### src/hdl/ats_pkg.sv
// Purpose: Shared constants and types for the acquisition trigger sequencer
// Assumes: Host writes arrive synchronous to clk
// Notes: Mode byte fields, write window decode and sequencer states
`default_nettype none
package ats_pkg;
  // Host write window
  localparam logic [15:0] ATS_WIN_BASE = 16'h6080;
  localparam logic [15:0] ATS_MODE_ADDR = 16'h6082;
  localparam int ATS_WIN_LSB = 3;
  // Commands by low address bits
  localparam logic [2:0] ATS_CMD_RESTART = 3'h0;
  localparam logic [2:0] ATS_CMD_MANUAL = 3'h1;
  localparam logic [2:0] ATS_CMD_MODE = 3'h2;
  localparam logic [2:0] ATS_CMD_LAT_LO = 3'h3;
  localparam logic [2:0] ATS_CMD_LAT_HI = 3'h4;
  localparam logic [2:0] ATS_CMD_LOAD = 3'h5;
  localparam logic [2:0] ATS_CMD_CLEAR = 3'h7;
  // Mode byte field positions
  localparam int ATS_JIT_LSB = 6;
  localparam int ATS_REC_LSB = 4;
  localparam int ATS_ONE_BIT = 3;
  localparam int ATS_DSRC_BIT = 2;
  localparam int ATS_MAIN_LSB = 0;
  // Reset values
  localparam logic [7:0] ATS_MODE_RST = 8'h00;
  localparam logic [7:0] ATS_LAT_RST = 8'h00;
  localparam int ATS_DLY_W = 16;
  localparam logic [ATS_DLY_W-1:0] ATS_CNT_RST = 16'h0000;
  // Field encodings
  localparam logic [1:0] ATS_JIT_A = 2'h0;
  localparam logic [1:0] ATS_JIT_END_EVT = 2'h2;
  localparam logic [1:0] ATS_REC_A = 2'h0;
  localparam logic [1:0] ATS_REC_DLY_TIME = 2'h1;
  localparam logic [1:0] ATS_REC_DLY_EVT = 2'h2;
  localparam logic [1:0] ATS_REC_B_AFTER = 2'h3;
  localparam logic [1:0] ATS_MAIN_INST = 2'h0;
  localparam logic [1:0] ATS_MAIN_VIDEO = 2'h1;
  localparam logic [1:0] ATS_MAIN_WORD = 2'h2;
  // Sequencer states
  typedef enum logic [2:0] {
    ATS_IDLE,
    ATS_WAIT_PRE,
    ATS_ARMED,
    ATS_DELAY,
    ATS_WAIT_B,
    ATS_DONE
  } ats_state_t;
endpackage : ats_pkg
`default_nettype wire

### src/hdl/ats_sync.sv
// Purpose: Three-stage input synchroniser with agreement filter
// Assumes: Inputs asynchronous to clk
// Notes: Output changes only when stages two and three agree
`default_nettype none
module ats_sync #(
  parameter int W = 1
) (
  input wire logic clk, // System clock
  input wire logic rst, // Async reset, high
  input wire logic [W-1:0] din, // Raw pins
  output logic [W-1:0] dout // Filtered levels
);
  logic [W-1:0] s1;
  logic [W-1:0] s2;
  logic [W-1:0] s3;
  logic [W-1:0] next_dout;

  // Take stage three where stages agree, else hold
  always_comb begin
    next_dout = (s3 & ~(s2 ^ s3)) | (dout & (s2 ^ s3));
  end

  // Synchroniser chain
  always_ff @(posedge clk or posedge rst) begin
    if (rst) begin
      s1 <= '0;
      s2 <= '0;
      s3 <= '0;
      dout <= '0;
    end else begin
      s1 <= din;
      s2 <= s1;
      s3 <= s2;
      dout <= next_dout;
    end
  end
endmodule : ats_sync
`default_nettype wire

### src/hdl/ats_trigger_sequencer.sv
// Purpose: Final trigger source selection, delay counting and trigger outputs
// Assumes: Host write port synchronous to clk; trigger pins asynchronous
// Notes: Differential gates are true when the positive leg is high, negative low
// What this block does
// - Host-written 8-bit mode byte at fixed address
// - Mode byte: jitter, record, single, delay, main
// - Jitter source: A, B, end events, B
// - Record source: A, delay time, delay events, B
// - Main source: main, video, word, main and delay gates
// - Ignore triggers until pretrigger done rises
// - Armed: A event on main gate starts delay
// - Qualifying event fires jitter trigger and ramps
// - Delay clock decrements count down to zero
// - Delay-by-B mode: B events decrement count
// - Record trigger when delay count hits zero
// - B-after mode: wait B event after delay
// - No jitter or record triggers while pretrigger done low
// - External clock mode: external clock times delay
// - Active-low buffered A and record triggers
// - Eight-address write window command decode
// - Record trigger resynced to B-register clock
`default_nettype none
module ats_trigger_sequencer
  import ats_pkg::*;
(
  input wire logic clk, // System clock
  input wire logic rst, // Async reset, high
  input wire logic host_wr, // Host write strobe
  input wire logic [15:0] host_addr, // Host write address
  input wire logic [7:0] mode_byte_bus, // Host write data
  input wire logic pretrigger_done, // Pretrigger holdoff ended
  input wire logic main_trigger_gate_p, // Main gate, true leg
  input wire logic main_trigger_gate_n, // Main gate, inverted leg
  input wire logic delay_trigger_gate_p, // Delay gate, true leg
  input wire logic delay_trigger_gate_n, // Delay gate, inverted leg
  input wire logic video_trigger, // Video option trigger
  input wire logic word_trigger, // Word option trigger
  input wire logic delay_count_clock, // Delay clock pin
  input wire logic b_register_clock, // B-register clock pin
  input wire logic ext_clock_mode, // External clock selected
  input wire logic external_sample_clock_p, // External clock, true leg
  input wire logic external_sample_clock_n, // External clock, inverted leg
  output logic jitter_trigger, // Jitter trigger pulse
  output logic ramp_p, // Ramp start, true
  output logic ramp_n, // Ramp start, inverted
  output logic record_trigger, // Record trigger pulse
  output logic synchronous_trigger, // Record trigger on B clock
  output logic a_trigger_out_n, // Buffered A trigger, low
  output logic record_trigger_out_n // Buffered record trigger, low
);
  localparam int NPIN = 12;
  logic [NPIN-1:0] pins;
  logic pre;
  logic mtg_p, mtg_n, dtg_p, dtg_n, vid, wrd, dclk, bclk, ext, xck_p, xck_n;
  logic [7:0] mode, next_mode, lat_lo, next_lat_lo, lat_hi, next_lat_hi;
  logic [1:0] jit_src, rec_src, main_src;
  logic one_evt, dsrc;
  logic wr_win, cmd_restart, cmd_manual, cmd_load, cmd_clear;
  logic a_lvl, b_lvl, a_lvl_q, b_lvl_q, dclk_q, bclk_q, xck_q;
  logic a_evt, b_evt, a_hit, b_hit, tick, bclk_rise, events_mode;
  ats_state_t state, next_state;
  logic [ATS_DLY_W-1:0] cnt, next_cnt;
  logic a_seen, next_a_seen, jit_done, next_jit_done;
  logic next_jit, next_rec, next_ramp, syn_pend, next_syn_pend, next_syn;

  // Bring all pins into the clock domain
  ats_sync #(.W(NPIN)) u_sync (
    .clk(clk),
    .rst(rst),
    .din({pretrigger_done, main_trigger_gate_p, main_trigger_gate_n,
          delay_trigger_gate_p, delay_trigger_gate_n, video_trigger, word_trigger,
          delay_count_clock, b_register_clock, ext_clock_mode,
          external_sample_clock_p, external_sample_clock_n}),
    .dout(pins)
  );
  assign {pre, mtg_p, mtg_n, dtg_p, dtg_n, vid, wrd, dclk, bclk, ext, xck_p, xck_n} = pins;

  // Mode byte fields
  assign jit_src = mode[ATS_JIT_LSB +: 2];
  assign rec_src = mode[ATS_REC_LSB +: 2];
  assign one_evt = mode[ATS_ONE_BIT];
  assign dsrc = mode[ATS_DSRC_BIT];
  assign main_src = mode[ATS_MAIN_LSB +: 2];

  // Eight-address write window decode
  assign wr_win = host_wr && (host_addr[15:ATS_WIN_LSB] == ATS_WIN_BASE[15:ATS_WIN_LSB]);
  assign cmd_restart = wr_win && (host_addr[2:0] == ATS_CMD_RESTART);
  assign cmd_manual = wr_win && (host_addr[2:0] == ATS_CMD_MANUAL);
  assign cmd_load = wr_win && (host_addr[2:0] == ATS_CMD_LOAD);
  assign cmd_clear = wr_win && (host_addr[2:0] == ATS_CMD_CLEAR);

  // Host-written registers
  always_comb begin
    next_mode = mode;
    next_lat_lo = lat_lo;
    next_lat_hi = lat_hi;
    if (cmd_clear) begin
      next_mode = ATS_MODE_RST;
      next_lat_lo = ATS_LAT_RST;
      next_lat_hi = ATS_LAT_RST;
    end else if (wr_win && host_addr[2:0] == ATS_CMD_MODE) begin
      next_mode = mode_byte_bus;
    end else if (wr_win && host_addr[2:0] == ATS_CMD_LAT_LO) begin
      next_lat_lo = mode_byte_bus;
    end else if (wr_win && host_addr[2:0] == ATS_CMD_LAT_HI) begin
      next_lat_hi = mode_byte_bus;
    end
  end

  always_ff @(posedge clk or posedge rst) begin
    if (rst) begin
      mode <= ATS_MODE_RST;
      lat_lo <= ATS_LAT_RST;
      lat_hi <= ATS_LAT_RST;
    end else begin
      mode <= next_mode;
      lat_lo <= next_lat_lo;
      lat_hi <= next_lat_hi;
    end
  end

  // Source selection
  always_comb begin
    case (main_src)
      ATS_MAIN_INST: a_lvl = mtg_p && !mtg_n;
      ATS_MAIN_VIDEO: a_lvl = vid;
      ATS_MAIN_WORD: a_lvl = wrd;
      default: a_lvl = mtg_p && !mtg_n && dtg_p && !dtg_n;
    endcase
    b_lvl = dsrc ? wrd : (dtg_p && !dtg_n);
  end

  // Edge detection on selected levels
  assign a_evt = a_lvl && !a_lvl_q;
  assign b_evt = b_lvl && !b_lvl_q;
  assign bclk_rise = bclk && !bclk_q;
  assign a_hit = a_evt || cmd_manual;
  assign b_hit = b_evt || cmd_manual;
  assign events_mode = (rec_src == ATS_REC_DLY_EVT) || (jit_src == ATS_JIT_END_EVT);
  // Events modes count B; otherwise delay clock or external clock
  assign tick = events_mode ? b_evt :
                (ext ? (xck_p && !xck_n && !xck_q) : (dclk && !dclk_q));

  always_ff @(posedge clk or posedge rst) begin
    if (rst) begin
      a_lvl_q <= 1'b0;
      b_lvl_q <= 1'b0;
      dclk_q <= 1'b0;
      bclk_q <= 1'b0;
      xck_q <= 1'b0;
    end else begin
      a_lvl_q <= a_lvl;
      b_lvl_q <= b_lvl;
      dclk_q <= dclk;
      bclk_q <= bclk;
      xck_q <= xck_p && !xck_n;
    end
  end

  // Trigger sequencer
  always_comb begin
    next_state = state;
    next_cnt = cnt;
    next_a_seen = a_seen;
    next_jit_done = jit_done;
    next_jit = 1'b0;
    next_rec = 1'b0;
    case (state)
      ATS_WAIT_PRE: begin
        if (pre) next_state = ATS_ARMED;
      end
      ATS_ARMED: begin
        if (!pre) begin
          next_state = ATS_DONE;
        end else if (a_hit) begin
          if (one_evt || a_seen) begin
            if (jit_src == ATS_JIT_A) next_jit = 1'b1;
            if (rec_src == ATS_REC_A) begin
              next_rec = 1'b1;
              next_state = ATS_DONE;
            end else begin
              next_state = ATS_DELAY;
            end
          end else begin
            next_a_seen = 1'b1;
          end
        end
      end
      ATS_DELAY: begin
        if (!pre) begin
          next_state = ATS_DONE;
        end else begin
          if (b_hit && jit_src[0] && !jit_done) next_jit = 1'b1;
          if (cnt == '0) begin
            if (jit_src == ATS_JIT_END_EVT) next_jit = 1'b1;
            if (rec_src == ATS_REC_B_AFTER) begin
              next_state = ATS_WAIT_B;
            end else begin
              next_rec = 1'b1;
              next_state = ATS_DONE;
            end
          end else if (tick) begin
            next_cnt = cnt - 1'b1;
          end
        end
      end
      ATS_WAIT_B: begin
        if (!pre) begin
          next_state = ATS_DONE;
        end else if (b_hit) begin
          next_rec = 1'b1;
          if (jit_src[0] && !jit_done) next_jit = 1'b1;
          next_state = ATS_DONE;
        end
      end
      default: ;
    endcase
    if (next_jit) next_jit_done = 1'b1;
    if (cmd_load) next_cnt = {lat_hi, lat_lo};
    if (cmd_restart) begin
      next_state = ATS_WAIT_PRE;
      next_a_seen = 1'b0;
      next_jit_done = 1'b0;
      next_jit = 1'b0; // Restart drops a same-cycle jitter trigger, not a record trigger
    end
    if (cmd_clear) begin
      next_state = ATS_IDLE;
      next_cnt = ATS_CNT_RST;
    end
    next_ramp = (ramp_p && !cmd_restart) || next_jit;
    // Resync record trigger to B clock; a new record wins over the clear
    next_syn = syn_pend && bclk_rise;
    next_syn_pend = (syn_pend && !bclk_rise) || next_rec;
  end

  always_ff @(posedge clk or posedge rst) begin
    if (rst) begin
      state <= ATS_IDLE;
      cnt <= ATS_CNT_RST;
      a_seen <= 1'b0;
      jit_done <= 1'b0;
      jitter_trigger <= 1'b0;
      record_trigger <= 1'b0;
      ramp_p <= 1'b0;
      ramp_n <= 1'b1;
      syn_pend <= 1'b0;
      synchronous_trigger <= 1'b0;
      a_trigger_out_n <= 1'b1;
      record_trigger_out_n <= 1'b1;
    end else begin
      state <= next_state;
      cnt <= next_cnt;
      a_seen <= next_a_seen;
      jit_done <= next_jit_done;
      jitter_trigger <= next_jit;
      record_trigger <= next_rec;
      ramp_p <= next_ramp;
      ramp_n <= !next_ramp;
      syn_pend <= next_syn_pend;
      synchronous_trigger <= next_syn;
      a_trigger_out_n <= !a_lvl_q;
      record_trigger_out_n <= !record_trigger;
    end
  end
endmodule : ats_trigger_sequencer
`default_nettype wire

### config.mk
export PLATFORM = sky130hd
export DESIGN_NAME = ats_trigger_sequencer
export DESIGN_NICKNAME = d
export VERILOG_FILES = /design/src/hdl/ats_pkg.sv /design/src/hdl/ats_sync.sv /design/src/hdl/ats_trigger_sequencer.sv
export SDC_FILE = /design/constraint.sdc
export NUM_CORES = 1
export LEC_CHECK = 0
export CAP_MARGIN = 5
export CORE_MARGIN = 2
export CORE_UTILIZATION = 65
export CTS_BUF_LIST = sky130_fd_sc_hd__clkbuf_2
export CTS_CLUSTER_SIZE = 16
export DETAILED_ROUTE_END_ITERATION = 10
export DONT_BUFFER_PORTS = 1
export PLACE_DENSITY = 0.86
export RECOVER_POWER = 25
export SYNTH_ARGS = -nofsm -noshare
export SYNTH_HDL_FRONTEND = slang
export SYNTH_HIERARCHICAL = 1
export SYNTH_SLANG_ARGS = --single-unit
### constraint.sdc
create_clock -name clk -period 2.49 [get_ports clk]
set_input_delay 0.249 -clock clk [delete_from_list [all_inputs] [get_ports clk]]
set_output_delay 0.249 -clock clk [all_outputs]
set_load 0.02 [all_outputs]
==> After elaboration in Yosys (flattened, before gate mapping) <==
Cells that the tools add are included.
{ "totals": {"out_inout_bits": 7, "ff_bits": 106, "word_cells": 181} }
{ "classes": {"add_sub_neg": 1, "n_reduce_logical": 64, "n_eq_ne": 25, "mux": 62, "bitwise": 5} }
{ "op_table": {"columns": ["op", "n"], "rows": [
  ["$mux 16", 6],
  ["$mux 8", 9],
  ["$mux 3", 11],
  ["$mux 1", 32],
  ["$and 12x12->12", 2],
  ["$logic_and 1x1->1", 24],
  ["$ne 5x5->1 const B", 4],
  ["$logic_not 16->1", 1],
  ["$sub 16x1->16 const B", 1],
  ["$reduce_bool 2->1", 7],
  ["$eq 13x12->1 const B", 1],
  ["$logic_not 1->1", 13],
  ["$eq 3x2->1 const B", 4],
  ["$eq 3x3->1 const B", 4],
  ["$not 12->12", 1],
  ["$or 12x12->12", 1],
  ["$pmux 3 s4", 1],
  ["$xor 12x12->12", 1],
  ["$pmux 1 s3", 3],
  ["$reduce_bool 3->1", 3],
  ["$eq 2x2->1 const B", 4],
  ["$reduce_and 4->1", 2],
  ["$eq 3x1->1 const B", 2],
  ["$logic_not 2->1", 3],
  ["other kinds (10)", 17]
]} }

==> Depth between registers and ports, before layout <==
Gate-level depths: netlist of run 1.
{ "logic_depth": {"depth_word": 15, "depth_mapped": 9, "depth_no_buf": 8} }

==> Hierarchy <==
Netlist of run 1, hierarchy kept.
{ "modules_own_cells": {"columns": ["mod", "area_each_um2", "cells_per_inst", "seq_area_each_um2", "instances"], "rows": [
  ["ats_trigger_sequencer", 3120.5, 335, 1455.1, 1],
  ["ats_sync", 1340.0, 61, 1201.2, 1]
]} }

==> Worst setup path before layout of run 1 <==
No wires, ideal clock.
{ "synth_timing": {"kind": "register -> register", "startpoint": "register cnt[0]", "endpoint": "register state[2]", "arrival_time_ps": 1972, "period_less_slack_ps": 2097, "stages_incl_launch_ff": 9, "setup_time_ps": 125, "required_time_ps": 2365, "slack_ps": 393, "path_cell_list": "dfrtp_1 > inv_1 > ha_1 > nor3b_1 > nand4b_2 > o21ai_0 > o21ai_0 > o21ai_1 > mux2_2"} }
{ "synth_between": {"elab_chain_len": 3} }
{ "synth_lines": {"columns": ["item", "line_no", "text"], "rows": [
  ["start: declaration", "ats_trigger_sequencer.sv:62", "logic [ATS_DLY_W-1:0] cnt, next_cnt;"],
  ["start signal: assignment", "ats_trigger_sequencer.sv:252", "cnt <= next_cnt;"],
  ["$logic_not 16->1", "ats_trigger_sequencer.sv:194", "if (cnt == '0) begin"],
  ["$ne 5x5->1 (no line)", null, null],
  ["$reduce_and 6->1 (no line)", null, null],
  ["end signal: assignment", "ats_trigger_sequencer.sv:251", "state <= next_state;"],
  ["end: declaration", "ats_trigger_sequencer.sv:61", "ats_state_t state, next_state;"]
]} }
No other way between the ends.
A chain may end at the register's enable or synchronous reset.

==> Final worst setup path of run 1 <==
Same ends and word-level chain as after synthesis.

==> results.yml, run 1 <==
run_status:
  run_status: "finished clean"
critical_path:
  worst-setup-path-type: "reg -> reg"
  crit_required_ps: 3000
  reg2reg_slack_ps: 190
  cpMaxStageDelayCell: "dfrtp_1"
  crit_fanout: 7
  reg2reg_from: "cnt[0]"
  slowest_delay_ps: 470
  crit_path_end_kind: "flip-flop"
  critPathLaunchType: "flip-flop"
  cp_common_cell: "o21ai_1"
  r2r_cells: 8
  cp_data_arrival_time_ps: 2810
  worstPathCellList: "inv_1 -> ha_1 -> nor3b_2 -> nand4b_2 -> o21ai_1 -> o21ai_0 -> o21ai_1 -> mux2_2"
  worst_r2r_endpoint: "state[2]"
grt:
  grt.total_usage_pct: 26.4
  grt_max_degree: 49
  overflow: 0
  grt_pass1_vias: 3113
  grt_first_pass_wirelength_mm: 15.2
  antenna_found_initial: 0
drt:
  firstDrtPassIters: 5
  drc_errors: 0
  vias: 3228
  vias_per_cell: 6.28
  ant_nets: 0
  wl_mm: 9.14
  first_iter_violations: 302
  post_drt_wl_per_cell_um: 17.8
power:
  swShare_pct: 35.1
  p_int_mw: 2.67
  leakage_nw: 2.02
  powerDensity_nw_per_um2: 832
  p_comb_share_pct: 24.0
  peakVddDrop_mv: 0.565
  clkPwrFrac_pct: 18.7
  p_seq_share_pct: 57.3
  p_switching_mw: 1.45
cells_and_area:
  fin_util_pct: 73.8
  num-nets-final: 469
  drive_above_1_share_pct: 11.5
  antenna_cells: 0
  syn_to_final_growth_pct: 11.1
  fin_cells: 514
  fillers: 450
synthesis:
  yosys_warnings: 6
  synth_edf_count: 0
  synth_most_common_cell: "dfrtp_1"
  ys.flop_type: "dfrtp_1"
  synth_top_area_share_pct: 57.8
  synth_cells: 396
  synth_cell_types: 52
  seq_area_frac_synth_pct: 59.6
  synth_commonest_cells: "dfrtp_1, nand2_1, o21ai_0, a21oi_1, xnor2_1"
  synth_top_area_cell: "dfrtp_1"
  async_flop_share_pct: 100
  synth_nets: 436
  synthesis.area_um2: 4460
  synth.area.top_cells: "dfrtp_1, nand2_1, o21ai_0"
  avgSynthCellArea_um2: 11.3
  ys_seq_elements: 106
clock_tree:
  clock_sinks: 106
  clock_path_buffers: 2
  cts_tree: "built"
  numCtsBuffers: 9
  htree_levels: 3
  clock_latency_ps: 580
  cts_root_buf: "clkbuf_2"
  clk_pin_slew_ps: 290
floorplanning:
  start_util_pct: 66.4
  rows: 30
  die_x_um: 86.8
  dieArea_um2: 7540
  core-area_um2: 6720
  die_h_um: 86.8
  ios: 46
timing:
  relSlewSlack_pct: 23.5
  slew_viol_final: 0
  rsz0062_at_grt: "false"
  fmax_mhz: 435
  skew_ps: 44.7
  final.min_clock_period_ps: 2300
  finalSetupViolations: 0
  period_share_pct: 92.3
  tightest_slew_ps: 1150
  hold_viol: 0
  final.setup.tns_ps: 0
  hold_slack_ps: 39.6
placed_design:
  io_buffers: 0
  dpl.hpwl_mm: 5.93
  dp_cells: 468
  place_congestion: 0.866
min_path:
  worstHoldStart: "host_addr[1]"
  hold-path-endpoint: "cnt[12]"
  min_path_cells: 3
  hold_class: "in -> reg"
run:
  drv_cap: 0
## critical path, delay by kind of cell (launching register included)
| family | cells | cell delay (ps) |
|---|---|---|
| AOI/OAI and AO/OA | 3 | 620 |
| and+or+nand+nor | 2 | 510 |
| DFF | 1 | 470 |
| adders and majority gates | 1 | 160 |
| buffers and inverters | 1 | 100 |
| muxes | 1 | 370 |
## worst max path at each step
stage	startpoint	to	slack, ps	depth (start not counted)
2_1_floorplan	cnt[0]	state[2]	390	8
3_3_place_gp	cnt[0]	state[2]	240	8
3_5_place_dp	cnt[0]	state[2]	80	8
4_1_cts	cnt[0]	state[2]	60	8
5_1_grt	cnt[0]	state[2]	40	8
6_report	cnt[0]	state[2]	190	8
## power groups by stage
stage               logic [mW]  registers [mW]  clock network, mW
CTS                      0.964            2.35              0.785
detailed placement       0.876            2.38                  0
finish                   0.989            2.36              0.769
global placement         0.815            2.36                  0
floorplan                0.727            2.30                  0
global route              1.09            2.40              0.856
## stage by stage
stage,power (mW),setup WS (ps),area (um2)
floorplan,3.02,393,4460
global route,4.35,42.5,4960
detailed placement,3.26,83.5,4540
CTS,4.10,56.0,4950
global placement,3.17,241,4540
finish,4.12,191,4960
## per-layer routing
layer | global-route usage [%] | vias to the layer above | wire, um
li1 | - | 1481 | -
met1 | 36.3 | 1577 | 3950
met2 | 41.1 | 137 | 4440
met3 | 6.76 | 33 | 462
met4 | 9.52 | 0 | 295
met5 | 0 | - | 0
## kinds of logic after synthesis
family / share of synthesized area (%)
AO/OA/AOI/OAI: 15.4
XOR/XNOR: 2.95
adder cells (fa/ha/maj): 3.31
buffers and inverters: 2.52
flip-flops: 59.6
multiplexers: 0.701
AND/OR/NAND/NOR: 15.5
## area by class of cell
class | instances | area [um2] | share of cell area [%]
Sequential cell | 106 | 2660 | 53.6
Inverter | 11 | 41.3 | 0.833
Multi-Input combinational cell | 264 | 1700 | 34.2
Timing Repair Buffer | 37 | 349 | 7.04
Clock buffer | 9 | 45.0 | 0.909
Clock inverter | 7 | 67.6 | 1.36
Tap cell | 80 | 100 | 2.02
## placed cells by master (no fill, tap or decap), types with 3 or more instances in the layout
master,instances
nand2b_1,12
a22o_1,8
nor3_1,5
maj3_2,12
o21ai_1,4
nand2_1,47
a21oi_1,34
a22oi_1,9
dfstp_2,3
nor2_1,12
clkbuf_2,9
and2_1,3
a211oi_1,3
nor4bb_1,3
or3_1,3
inv_1,9
o211ai_1,4
nand3_1,4
dlygate4sd3_1,30
buf_4,6
nor3b_1,7
inv_6,3
nor2b_1,4
o21ai_0,34
nor4_1,8
dfrtp_1,103
xnor2_1,15
## what timing repair did
item | 4_1_cts | 5_1_grt
resized for setup | 0 | 2
endpoints found under the hold margin | 140 | 0
buffers inserted | 0 | 0
endpoints found under the setup margin | 0 | 3
hold buffers | 30 | 0
No activity file was read; power rests on OpenSTA's default activity.
==> run 2, diff against run 1 <==
- CORE_UTILIZATION: 65 -> 60
- PLACE_DENSITY: 0.86 -> 0.81
==> results.yml, run 2 (synthesis results as in run 1) <==
critical_path:
  crit_required_ps: 2940
  critPathTopFamily: "simple AND/OR/NAND/NOR gates"
  cpMaxStageDelayCell: "dfrtp_1"
  worstPathCellList: "or3b_4 -> a221oi_4 -> o221ai_4 -> buf_4 -> nor4_1 -> xnor2_1 -> a21oi_1"
  critPathLaunchType: "flip-flop"
  crit_path_end_kind: "flip-flop"
  worst-setup-path-type: "reg -> reg"
  cp_data_arrival_time_ps: 2750
  slowest_delay_ps: 480
  crit_fanout: 17
  crit_buf_inv: 1
placed_design:
  dp_cells: 485
  io_buffers: 0
  dpl.hpwl_mm: 6.04
  place_congestion: 0.850
  place_ws_ps: 157
grt:
  grt_first_pass_wirelength_mm: 15.6
  overflow: 0
  grt_max_degree: 59
  antenna_found_initial: 0
  grt.total_usage_pct: 24.0
  grt_pass1_vias: 3162
floorplanning:
  core-area_um2: 7210
  rows: 31
  dieArea_um2: 8140
  die_h_um: 90.2
  start_util_pct: 61.8
  ios: 46
  die_x_um: 90.2
cells_and_area:
  layout_commonest_cell: "dfrtp_1"
  antenna_cells: 0
  drive_above_1_share_pct: 11.4
  num-nets-final: 465
  fin_cells: 529
  layout_common_cells: "dfrtp_1, nand2_1, o21ai_0, a21oi_1, dlygate4sd3_1"
  syn_to_final_growth_pct: 10.8
  fillers: 540
min_path:
  hold_class: "in -> reg"
power:
  swShare_pct: 34.6
  p_switching_mw: 1.40
  leakage_nw: 1.99
  clkPwrFrac_pct: 18.5
  power_mw: 4.05
  powerDensity_nw_per_um2: 820
  p_int_mw: 2.65
  p_seq_share_pct: 58.4
  p_comb_share_pct: 23.1
  peakVddDrop_mv: 0.490
timing:
  hold_viol: 0
  rsz0062_at_grt: "false"
  tightest_slew_ps: 1450
  final.setup.tns_ps: 0
  fmax_mhz: 436
  final.min_clock_period_ps: 2290
  hold_slack_ps: 97.9
  period_share_pct: 92.1
  relSlewSlack_pct: 3.18
  skew_ps: 31.3
  finalSetupViolations: 0
  slew_viol_final: 0
  setup_slack_ps: 197
drt:
  post_drt_wl_per_cell_um: 17.0
  firstDrtPassIters: 5
  wl_mm: 8.99
  ant_nets: 0
  first_iter_violations: 277
  drc_errors: 0
  vias_per_cell: 5.94
  vias: 3144
clock_tree:
  htree_levels: 3
  clock_latency_ps: 560
  cts_root_buf: "clkbuf_2"
  numCtsBuffers: 9
  cts_tree: "built"
  clk_pin_slew_ps: 280
  clock_sinks: 106
  clock_path_buffers: 2
run:
  drv_cap: 0
run_status:
  run_status: "finished clean"
run 2: cell count changes in the layout (fill, tap and decap cells not counted), sizes merged:
cell,previous run,this run
inv,15,13
clkinv,3,2
clkinvlp,0,2
dlygate4sd3,30,28
buf,6,4
clkbuf,10,11
run 2: layout make-up:
cell class	count	area (um2)	area share [%]
Clock buffer	10	50.0	1.01
Clock inverter	6	60.1	1.21
Inverter	11	41.3	0.835
Multi-Input combinational cell	264	1700	34.3
Sequential cell	106	2660	53.7
Tap cell	99	124	2.51
Timing Repair Buffer	33	315	6.38
run 2: metrics by stage:
step	util (%)	cell area, um2
floorplan	-	4460
detailed placement	63.3	4560
global placement	63.3	4560
finish	68.5	4940
CTS	68.7	4950
global route	68.5	4940
run 2: path summary, 6_finish.rpt:
kind | start | endpoint | slack (ps) | cells past startpoint
setup / recovery | mode[2] | cnt[14] | 200 | 7
hold / removal | host_addr[0] | lat_hi[7] | 100 | 2
setup reg to reg | mode[2] | cnt[14] | 200 | 7
hold reg to reg | u_sync/s1[9] | u_sync/s2[9] | 350 | 0
max in group asynchronous | rst | b_lvl_q | 1010 | 3
min in group asynchronous | rst | u_sync/s3[0] | 320 | 2
run 2: timing repair:
item | CTS | global route
setup buffers | 0 | 0
hold endpoints to repair | 144 | 0
hold buffers | 28 | 0
endpoints found under the setup margin | 0 | 4
gates resized for setup | 0 | 1
run 2: metal layers:
| layer | track usage [%] | wire, um | up-vias |
|---|---|---|---|
| li1 | - | - | 1468 |
| met5 | 0 | 0 | - |
| met3 | 3.60 | 333 | 28 |
| met2 | 38.4 | 4410 | 103 |
| met1 | 32.4 | 3930 | 1545 |
| met4 | 11.8 | 319 | 0 |
run 2: power groups by stage:
stage / combinational [mW] / clock (mW) / sequential (mW)
2_1_floorplan: 0.727 / 0 / 2.30
3_3_place_gp: 0.797 / 0 / 2.37
3_5_place_dp: 0.847 / 0 / 2.39
4_1_cts: 0.926 / 0.772 / 2.36
5_1_grt: 1.06 / 0.843 / 2.42
6_report: 0.935 / 0.750 / 2.37
